## config.mk

```make
export PLATFORM = sky130hd
export DESIGN_NAME = amr_alert_mask_regs
export DESIGN_NICKNAME = d
export VERILOG_FILES = /design/src/logic/amr_pkg.sv /design/src/logic/amr_alert_mask_regs.sv
export SDC_FILE = /design/constraint.sdc
export NUM_CORES = 1
export LEC_CHECK = 0
export BUFFER_PORTS_ARGS = -buffer_cell sky130_fd_sc_hd__clkbuf_2
export CORE_MARGIN = 8
export CORE_UTILIZATION = 52
export DETAILED_ROUTE_END_ITERATION = 8
export PLACE_DENSITY_LB_ADDON = 0.15
export SLEW_MARGIN = 20
export SYNTH_ARGS = -nofsm -noshare
export SYNTH_HDL_FRONTEND = slang
export SYNTH_SLANG_ARGS = --single-unit
```

## constraint.sdc

```tcl
create_clock -name i_ref_clk -period 4.7 [get_ports i_ref_clk]
set_input_delay 0.47 -clock i_ref_clk [delete_from_list [all_inputs] [get_ports i_ref_clk]]
set_output_delay 0.47 -clock i_ref_clk [all_outputs]
set_load 0.1 [all_outputs]
```

## src/logic/amr_pkg.sv

```systemverilog
// Constants, offsets and state codes for the alert mask and identification bank.
package amr_pkg;

    // Register offsets on the management bus
    localparam logic [7:0] AMR_OFS_FACTORY_TEST_TWO = 8'h15;
    localparam logic [7:0] AMR_OFS_MAKER_ID = 8'h16;
    localparam logic [7:0] AMR_OFS_SILICON_REV = 8'h17;
    localparam logic [7:0] AMR_OFS_MASK_TEMP_SUPPLIES = 8'h18;
    localparam logic [7:0] AMR_OFS_MASK_ANALOG_INPUTS = 8'h19;
    localparam logic [7:0] AMR_OFS_MASK_FAN_TACH = 8'h1A;
    localparam logic [7:0] AMR_OFS_MASK_MISC_EVENTS = 8'h1B;
    localparam logic [7:0] AMR_OFS_MASK_IO_LOW = 8'h1C;
    localparam logic [7:0] AMR_OFS_MASK_IO_HIGH = 8'h1D;

    // Reset values
    localparam logic [7:0] AMR_MASK_RESET = 8'h00;
    localparam logic [7:0] AMR_FACTORY_TEST_RESET = 8'h00;
    localparam logic [7:0] AMR_STATUS_RESET = 8'h00;
    localparam logic [7:0] AMR_UNMAPPED_READ = 8'h00;

    // Misc events mask: bit 5 has no function and reads zero
    localparam logic [7:0] AMR_MISC_USED_BITS = 8'hDF;

    // Identity defaults, values arbitrary
    localparam logic [6:0] AMR_SMBUS_ADDR_DEFAULT = 7'h2C;
    localparam logic [7:0] AMR_MAKER_ID_DEFAULT = 8'h5A;
    localparam logic [3:0] AMR_REV_MAJOR_DEFAULT = 4'hC;
    localparam logic [3:0] AMR_REV_MINOR_DEFAULT = 4'h0;

    // Serial byte framing
    localparam logic [3:0] AMR_BITS_PER_BYTE = 4'h8;
    localparam logic [3:0] AMR_CNT_ZERO = 4'h0;
    localparam logic [3:0] AMR_CNT_ONE = 4'h1;

    // Bus slave states, one-hot
    typedef enum logic [8:0] {
        AMR_ST_IDLE     = 9'h001,
        AMR_ST_ADDR     = 9'h002,
        AMR_ST_ADDR_ACK = 9'h004,
        AMR_ST_CMD      = 9'h008,
        AMR_ST_CMD_ACK  = 9'h010,
        AMR_ST_WDATA    = 9'h020,
        AMR_ST_WDAT_ACK = 9'h040,
        AMR_ST_RDATA    = 9'h080,
        AMR_ST_RDAT_ACK = 9'h100
    } amr_state_t;

endpackage : amr_pkg

```

## src/logic/amr_alert_mask_regs.sv

```systemverilog
// Alert mask bank, identification registers and their management-bus slave.
//
// Contract
// Host leaves the second factory test register alone in normal use.
// Identification register at its offset returns the maker code.
// Revision low nibble is minor revision, zero for first, counting up.
// Revision high nibble is a fixed generation code.
// First mask suppresses remote temps, shared input nine and six supply rails.
// Second mask bit n suppresses general analog input n.
// Third mask bit n suppresses tach input n.
// Fourth mask bits 0-2 suppress internal temp, battery, analog input eight.
// Fourth mask bit 3 suppresses thermal alarm pin events.
// Fourth mask bit 4 suppresses automatic fan control events.
// Fourth mask bit 5 is unused and always reads zero.
// Fourth mask bit 6 suppresses chassis intrusion events.
// Fourth mask bit 7 suppresses general io line sixteen.
// Fifth mask bit n suppresses general io line n.
// All mask registers clear to zero at reset.
// Sixth mask bit n suppresses general io line eight plus n.
// Status flag set when last conversion was out of limits, else zero.
// Alert asserts while any status flag is set with mask clear.
// Masking affects only the alert; status flags still set and read.
module amr_alert_mask_regs
    import amr_pkg::*;
#(
    parameter logic [6:0] P_SMBUS_ADDR = AMR_SMBUS_ADDR_DEFAULT,
    parameter logic [7:0] P_MAKER_ID = AMR_MAKER_ID_DEFAULT,
    parameter logic [3:0] P_REV_MAJOR = AMR_REV_MAJOR_DEFAULT,
    parameter logic [3:0] P_REV_MINOR = AMR_REV_MINOR_DEFAULT
) (
    // Clock and reset
    input wire logic i_ref_clk,
    input wire logic i_reset,
    // Management bus pins
    input wire logic i_scl,
    input wire logic i_sda,
    output logic o_sda_out,
    output logic o_sda_oe_n,
    // Limit comparison results, taken at conversion end
    input wire logic i_conv_done,
    input wire logic [7:0] i_fault_temp_supplies,
    input wire logic [7:0] i_fault_analog_inputs,
    input wire logic [7:0] i_fault_fan_tach,
    input wire logic [7:0] i_fault_misc_events,
    input wire logic [7:0] i_fault_io_low,
    input wire logic [7:0] i_fault_io_high,
    // Status flags, unaffected by masking
    output logic [7:0] o_status_temp_supplies,
    output logic [7:0] o_status_analog_inputs,
    output logic [7:0] o_status_fan_tach,
    output logic [7:0] o_status_misc_events,
    output logic [7:0] o_status_io_low,
    output logic [7:0] o_status_io_high,
    // Alert interrupt, active low
    output logic o_alert_n
);

    amr_state_t state_reg;
    logic scl_prev_reg;
    logic sda_prev_reg;
    logic [3:0] bit_cnt_reg;
    logic [7:0] shift_reg;
    logic [7:0] tx_reg;
    logic [7:0] ptr_reg;
    logic rw_reg;
    logic master_ack_reg;
    logic sda_oe_n_reg;
    logic sda_out_reg;
    logic wr_stb_reg;
    logic [7:0] wr_data_reg;
    logic [7:0] rd_byte;

    logic [7:0] factory_test_two_reg;
    logic [7:0] irq_mask_temp_supplies_reg;
    logic [7:0] irq_mask_analog_inputs_reg;
    logic [7:0] irq_mask_fan_tach_reg;
    logic [7:0] irq_mask_misc_events_reg;
    logic [7:0] irq_mask_io_low_reg;
    logic [7:0] irq_mask_io_high_reg;

    logic [7:0] st_temp_supplies_reg;
    logic [7:0] st_analog_inputs_reg;
    logic [7:0] st_fan_tach_reg;
    logic [7:0] st_misc_events_reg;
    logic [7:0] st_io_low_reg;
    logic [7:0] st_io_high_reg;
    logic alert_n_reg;
    logic alert_n_next;

    logic scl_rise;
    logic scl_fall;
    logic bus_start;
    logic bus_stop;
    logic byte_done;

    // Bus line edges, pins taken as synchronous
    assign scl_rise = i_scl & ~scl_prev_reg;
    assign scl_fall = ~i_scl & scl_prev_reg;
    assign bus_start = scl_prev_reg & i_scl & sda_prev_reg & ~i_sda;
    assign bus_stop = scl_prev_reg & i_scl & ~sda_prev_reg & i_sda;
    assign byte_done = scl_fall && (bit_cnt_reg == AMR_BITS_PER_BYTE);

    // Read decode, shared by first and following read bytes
    function automatic logic [7:0] amr_read_mux(input logic [7:0] ofs);
        logic [7:0] data;
        data = AMR_UNMAPPED_READ;
        unique case (ofs)
            AMR_OFS_FACTORY_TEST_TWO: data = factory_test_two_reg;
            // maker code readback
            AMR_OFS_MAKER_ID: data = P_MAKER_ID;
            // minor revision nibble
            // generation nibble
            AMR_OFS_SILICON_REV: data = {P_REV_MAJOR, P_REV_MINOR};
            AMR_OFS_MASK_TEMP_SUPPLIES: data = irq_mask_temp_supplies_reg;
            AMR_OFS_MASK_ANALOG_INPUTS: data = irq_mask_analog_inputs_reg;
            AMR_OFS_MASK_FAN_TACH: data = irq_mask_fan_tach_reg;
            // unused bit reads zero
            AMR_OFS_MASK_MISC_EVENTS: data = irq_mask_misc_events_reg & AMR_MISC_USED_BITS;
            AMR_OFS_MASK_IO_LOW: data = irq_mask_io_low_reg;
            AMR_OFS_MASK_IO_HIGH: data = irq_mask_io_high_reg;
            default: data = AMR_UNMAPPED_READ;
        endcase
        return data;
    endfunction : amr_read_mux

    // Function reads registers too, so recompute on any change
    always_comb begin
        rd_byte = amr_read_mux(ptr_reg);
    end

    // Line history for edge detection
    always_ff @(posedge i_ref_clk or posedge i_reset) begin
        if (i_reset) begin
            scl_prev_reg <= 1'b1;
            sda_prev_reg <= 1'b1;
        end else begin
            scl_prev_reg <= i_scl;
            sda_prev_reg <= i_sda;
        end
    end

    // Byte-level slave: write byte and read byte with repeated start
    always_ff @(posedge i_ref_clk or posedge i_reset) begin
        if (i_reset) begin
            state_reg <= AMR_ST_IDLE;
            bit_cnt_reg <= AMR_CNT_ZERO;
            shift_reg <= 8'h00;
            tx_reg <= 8'h00;
            ptr_reg <= 8'h00;
            rw_reg <= 1'b0;
            master_ack_reg <= 1'b0;
            sda_oe_n_reg <= 1'b1;
            wr_stb_reg <= 1'b0;
            wr_data_reg <= 8'h00;
            sda_out_reg <= 1'b0;
        end else begin
            wr_stb_reg <= 1'b0;
            sda_out_reg <= 1'b0;
            if (bus_stop) begin
                state_reg <= AMR_ST_IDLE;
                sda_oe_n_reg <= 1'b1;
            end else if (bus_start) begin
                // Repeated start keeps the pointer for a following read
                state_reg <= AMR_ST_ADDR;
                bit_cnt_reg <= AMR_CNT_ZERO;
                sda_oe_n_reg <= 1'b1;
            end else begin
                unique case (state_reg)
                    AMR_ST_IDLE: begin
                        sda_oe_n_reg <= 1'b1;
                    end
                    AMR_ST_ADDR, AMR_ST_CMD, AMR_ST_WDATA: begin
                        if (scl_rise) begin
                            shift_reg <= {shift_reg[6:0], i_sda};
                            bit_cnt_reg <= bit_cnt_reg + AMR_CNT_ONE;
                        end else if (byte_done) begin
                            bit_cnt_reg <= AMR_CNT_ZERO;
                            sda_oe_n_reg <= 1'b0;
                            if (state_reg == AMR_ST_ADDR) begin
                                rw_reg <= shift_reg[0];
                                if (shift_reg[7:1] == P_SMBUS_ADDR) begin
                                    state_reg <= AMR_ST_ADDR_ACK;
                                end else begin
                                    // Not ours: stay off the line
                                    state_reg <= AMR_ST_IDLE;
                                    sda_oe_n_reg <= 1'b1;
                                end
                            end else if (state_reg == AMR_ST_CMD) begin
                                ptr_reg <= shift_reg;
                                state_reg <= AMR_ST_CMD_ACK;
                            end else begin
                                wr_stb_reg <= 1'b1;
                                wr_data_reg <= shift_reg;
                                state_reg <= AMR_ST_WDAT_ACK;
                            end
                        end
                    end
                    AMR_ST_ADDR_ACK: begin
                        if (scl_fall) begin
                            bit_cnt_reg <= AMR_CNT_ZERO;
                            if (rw_reg) begin
                                tx_reg <= {rd_byte[6:0], 1'b0};
                                sda_oe_n_reg <= rd_byte[7];
                                state_reg <= AMR_ST_RDATA;
                            end else begin
                                sda_oe_n_reg <= 1'b1;
                                state_reg <= AMR_ST_CMD;
                            end
                        end
                    end
                    AMR_ST_CMD_ACK, AMR_ST_WDAT_ACK: begin
                        // Extra bytes rewrite the same register
                        if (scl_fall) begin
                            sda_oe_n_reg <= 1'b1;
                            state_reg <= AMR_ST_WDATA;
                        end
                    end
                    AMR_ST_RDATA: begin
                        if (scl_rise) begin
                            bit_cnt_reg <= bit_cnt_reg + AMR_CNT_ONE;
                        end else if (byte_done) begin
                            sda_oe_n_reg <= 1'b1;
                            state_reg <= AMR_ST_RDAT_ACK;
                        end else if (scl_fall) begin
                            sda_oe_n_reg <= tx_reg[7];
                            tx_reg <= {tx_reg[6:0], 1'b0};
                        end
                    end
                    AMR_ST_RDAT_ACK: begin
                        if (scl_rise) begin
                            master_ack_reg <= ~i_sda;
                        end else if (scl_fall) begin
                            bit_cnt_reg <= AMR_CNT_ZERO;
                            if (master_ack_reg) begin
                                tx_reg <= {rd_byte[6:0], 1'b0};
                                sda_oe_n_reg <= rd_byte[7];
                                state_reg <= AMR_ST_RDATA;
                            end else begin
                                state_reg <= AMR_ST_IDLE;
                            end
                        end
                    end
                endcase
            end
        end
    end

    // Register writes; identity and revision ignore writes
    always_ff @(posedge i_ref_clk or posedge i_reset) begin
        if (i_reset) begin
            factory_test_two_reg <= AMR_FACTORY_TEST_RESET;
            // masks clear at reset
            irq_mask_temp_supplies_reg <= AMR_MASK_RESET;
            irq_mask_analog_inputs_reg <= AMR_MASK_RESET;
            irq_mask_fan_tach_reg <= AMR_MASK_RESET;
            irq_mask_misc_events_reg <= AMR_MASK_RESET;
            irq_mask_io_low_reg <= AMR_MASK_RESET;
            irq_mask_io_high_reg <= AMR_MASK_RESET;
        end else if (wr_stb_reg) begin
            unique case (ptr_reg)
                // plain storage, no test side effects
                AMR_OFS_FACTORY_TEST_TWO: factory_test_two_reg <= wr_data_reg;
                AMR_OFS_MASK_TEMP_SUPPLIES: irq_mask_temp_supplies_reg <= wr_data_reg;
                AMR_OFS_MASK_ANALOG_INPUTS: irq_mask_analog_inputs_reg <= wr_data_reg;
                AMR_OFS_MASK_FAN_TACH: irq_mask_fan_tach_reg <= wr_data_reg;
                // unused bit never stored
                AMR_OFS_MASK_MISC_EVENTS: begin
                    irq_mask_misc_events_reg <= wr_data_reg & AMR_MISC_USED_BITS;
                end
                AMR_OFS_MASK_IO_LOW: irq_mask_io_low_reg <= wr_data_reg;
                AMR_OFS_MASK_IO_HIGH: irq_mask_io_high_reg <= wr_data_reg;
                default: begin
                end
            endcase
        end
    end

    // flags follow last conversion result
    // capture ignores the masks
    always_ff @(posedge i_ref_clk or posedge i_reset) begin
        if (i_reset) begin
            st_temp_supplies_reg <= AMR_STATUS_RESET;
            st_analog_inputs_reg <= AMR_STATUS_RESET;
            st_fan_tach_reg <= AMR_STATUS_RESET;
            st_misc_events_reg <= AMR_STATUS_RESET;
            st_io_low_reg <= AMR_STATUS_RESET;
            st_io_high_reg <= AMR_STATUS_RESET;
        end else if (i_conv_done) begin
            st_temp_supplies_reg <= i_fault_temp_supplies;
            st_analog_inputs_reg <= i_fault_analog_inputs;
            st_fan_tach_reg <= i_fault_fan_tach;
            st_misc_events_reg <= i_fault_misc_events & AMR_MISC_USED_BITS;
            st_io_low_reg <= i_fault_io_low;
            st_io_high_reg <= i_fault_io_high;
        end
    end

    // Alert from unmasked flags
    always_comb begin
        // rails and remote temps
        // general analog inputs
        // tach inputs
        // internal temp, battery, input eight
        // thermal pin, bit 3
        // fan control, bit 4
        // chassis intrusion, bit 6
        // io line sixteen, bit 7
        // io lines zero to seven
        // io lines eight to fifteen
        // any unmasked flag alerts
        alert_n_next = ~(|(st_temp_supplies_reg & ~irq_mask_temp_supplies_reg)
            | |(st_analog_inputs_reg & ~irq_mask_analog_inputs_reg)
            | |(st_fan_tach_reg & ~irq_mask_fan_tach_reg)
            | |(st_misc_events_reg & ~irq_mask_misc_events_reg)
            | |(st_io_low_reg & ~irq_mask_io_low_reg)
            | |(st_io_high_reg & ~irq_mask_io_high_reg));
    end

    // Registered so the pin never glitches on mask writes
    always_ff @(posedge i_ref_clk or posedge i_reset) begin
        if (i_reset) begin
            alert_n_reg <= 1'b1;
        end else begin
            alert_n_reg <= alert_n_next;
        end
    end

    assign o_sda_out = sda_out_reg;
    assign o_sda_oe_n = sda_oe_n_reg;
    assign o_alert_n = alert_n_reg;
    assign o_status_temp_supplies = st_temp_supplies_reg;
    assign o_status_analog_inputs = st_analog_inputs_reg;
    assign o_status_fan_tach = st_fan_tach_reg;
    assign o_status_misc_events = st_misc_events_reg;
    assign o_status_io_low = st_io_low_reg;
    assign o_status_io_high = st_io_high_reg;

endmodule : amr_alert_mask_regs

```

==> results by group <==
Worst setup path
  • Cell at the slowest stage of the critical path: nor4b_2
  • R2R Setup Slk: 2070 ps
  • Critical path peak fanout: 8
  • Worst path cell trace: nor4b_2 -> and3b_1 -> nand4_1 -> mux2_2
  • Top cell family by delay on the critical path: simple AND/OR/NAND/NOR gates
  • Crit Path Category: reg2reg
  • Crit path launch type: register
  • Arr. time, crit path: 2940 ps
  • Worst EP required: 5010 ps
  • Crit end category: register
  • WP buf/inv: 0
  • CP peak stage delay: 760 ps

Floorplanning
  • Die Y-Extent: 134 um
  • Core Area: 13800 um2
  • Row cnt: 43
  • Die area: 18000 um2
  • I/O pin total: 104
  • Starting Density: 0.527
  • DIE WIDTH: 134 um

Clock tree
  • Cts hold-fix bufs: 0
  • Cts bufs inserted: 17
  • Post-cts resize count: 0
  • Root Driver: clkbuf_16
  • Clk sinks: 153
  • CTS tree: done
  • Setup Buffers After CTS: 0
  • Clock slew at reported path FFs: 60 ps
  • H-tree depth: 4
  • CTS max path bufs: 2
  • Clk Latency, worst-skew pair: 430 ps

Synthesis
  • Mapped Avg Cell Area: 11.3 um2
  • Share of the synthesized area in the top cell type: 0.510
  • Post-Synthesis Cells: 640
  • Synth Cell Area: 7260 um2
  • Yosys Warn Count: 0
  • Ranking of synthesized cells by area: dfrtp_1 51%, mux2_2 16%, o21ai_0 2.9%, inv_1 2.8%, nand2_1 2.4%
  • Yosys cell types: 67
  • #FFs+latches synth: 153
  • Main synth FF type: dfrtp_1
  • Seq/Total Area, Yosys: 0.528
  • Asr flop ratio synth: 1.00
  • Post-synth EDFFs: 0
  • Area leader, netlist: dfrtp_1

Global routing
  • Overall fraction of global-route tracks in use: 0.206
  • First-pass GRT wire length: 29200 um
  • Vias in the first global route: 5418
  • Initial antenna violation count: 0
  • Gr busiest metal: met2
  • Global-route met1 utilization: 0.257
  • Largest net degree at the start of global routing: 118
  • Met3 Use GR: 0.0621
  • GRT overflow: 0
  • Met2 Use GR: 0.331

Detailed routing
  • Via count: 5340
  • DRT Wirelength: 17900 um
  • Drt pass-1 iters: 5
  • Post-route ant nets: 0
  • Vias per inst: 5.77
  • Initial DRC Count: 360
  • Residual DRC count: 0
  • Post-DR wirelength/cell: 19.4 um

Timing
  • Fmax: 0.380 GHz
  • Tmin final: 2630 ps
  • Max-Slew Margin vs Limit: 0.445
  • # setup viols final: 0
  • Worst-margin pin slew: 830 ps
  • Max-slew violations: 0
  • Min Hold Slack: 193 ps
  • Final period utilization: 0.560
  • Final hold vios: 0
  • Setup TNS: 0 ps
  • RSZ-0062 raised after global routing: false
  • Setup Skew: 10.3 ps

Cells and area
  • ANT cells: 0
  • Fin nets: 787
  • Multi-input logic area: 3070 um2
  • Most frequent cells in the layout: 148 x dfrtp_1, 105 x mux2_2, 100 x clkbuf_2
  • # fillers: 1129
  • Util after Layout: 0.618
  • Share of layout cells above drive strength 1: 0.353
  • Max reg flops: 9
  • Most common cell after layout, fill and taps aside: dfrtp_1
  • Sequential Area: 3830 um2
  • Layout area overhead: 17.2%

Min path
  • Hold Path Class: in2async

Flow run
  • Max-Cap Viols: 0

Power and ir drop
  • Power Dens Cells: 440 nW/um2
  • Leakage: 4.04 nW
  • Max VDD drop: 0.251 mV

Place
  • Dpl hpwl: 13000 um
  • Gpl congestion: 0.922
  • Port buffer count: 100

Run status
  • Status: finished, final reports clean
## final cells by class
cell class | instances | area share
Sequential cell | 153 | 0.451
Multi-Input combinational cell | 402 | 0.360
Timing Repair Buffer | 103 | 0.0614
Clock buffer | 21 | 0.0564
Tap cell | 180 | 0.0265
Inverter | 55 | 0.0251
Clock inverter | 11 | 0.0196
## worst reg2reg max path: cells and delay by family (launching register included)
family | cells | cell delay, ps
muxes | 1 | 460
and+or+nand+nor | 3 | 1670
DFF | 1 | 400
## metrics by stage
stage,setup slack [ps],area [um2],instances,total power [mW]
2_1_floorplan,117,7270,641,2.14
3_3_place_gp,2190,7860,893,2.28
3_5_place_dp,2120,7860,893,2.30
4_1_cts,2110,8510,925,3.78
5_1_grt,1930,8510,925,3.90
6_report,2070,8510,925,3.75
## cell usage after synthesis (all sizes together) (11+ instances only)
| library cell | number |
|---|---|
| nor2 | 25 |
| a21oi | 21 |
| o21ai | 43 |
| mux2 | 109 |
| clkbuf | 13 |
| o22ai | 17 |
| inv | 55 |
| nand3 | 12 |
| dfrtp | 148 |
| mux2i | 11 |
| nor3 | 12 |
| nand2 | 47 |
| buf | 18 |
## cell families (layout without fill, tap and decap cells)
logic type,after synthesis,in the layout,share of synthesized area
AOI/OAI and AO/OA,127,127,0.112
xor gates and xnor gates,5,5,0.00603
adders and majority gates,2,2,0.00344
buffers and inverters,86,190,0.0501
DFF,153,153,0.528
muxes,122,122,0.190
other,1,2,0.000516
and+or+nand+nor,144,144,0.109
## report_power, final
part           total [mW]  internal [mW]  leakage (nW)  switching (mW)
registers            1.50           1.40          2.01          0.0964
logic               0.776          0.210          1.71           0.566
clock network        1.47          0.944         0.323           0.526
## worst paths after layout
path / from / end / depth (start not counted)
max: ptr_reg[7] / irq_mask_misc_events_reg[3] / 4
min: i_reset / o_status_fan_tach[7] / 2
max reg2reg: ptr_reg[7] / irq_mask_misc_events_reg[3] / 4
min in group i_ref_clk: i_sda / sda_prev_reg / 1
max in group asynchronous: i_reset / o_alert_n / 3
min reg2reg: o_sda_oe_n / o_sda_oe_n / 2
## routing by layer
layer / up-vias / share of wire
li1: 2479 / -
met1: 2650 / 0.42
met2: 175 / 0.49
met3: 36 / 0.069
met4: 0 / 0.023
met5: - / 0
No activity file was read; power rests on OpenSTA's default activity.
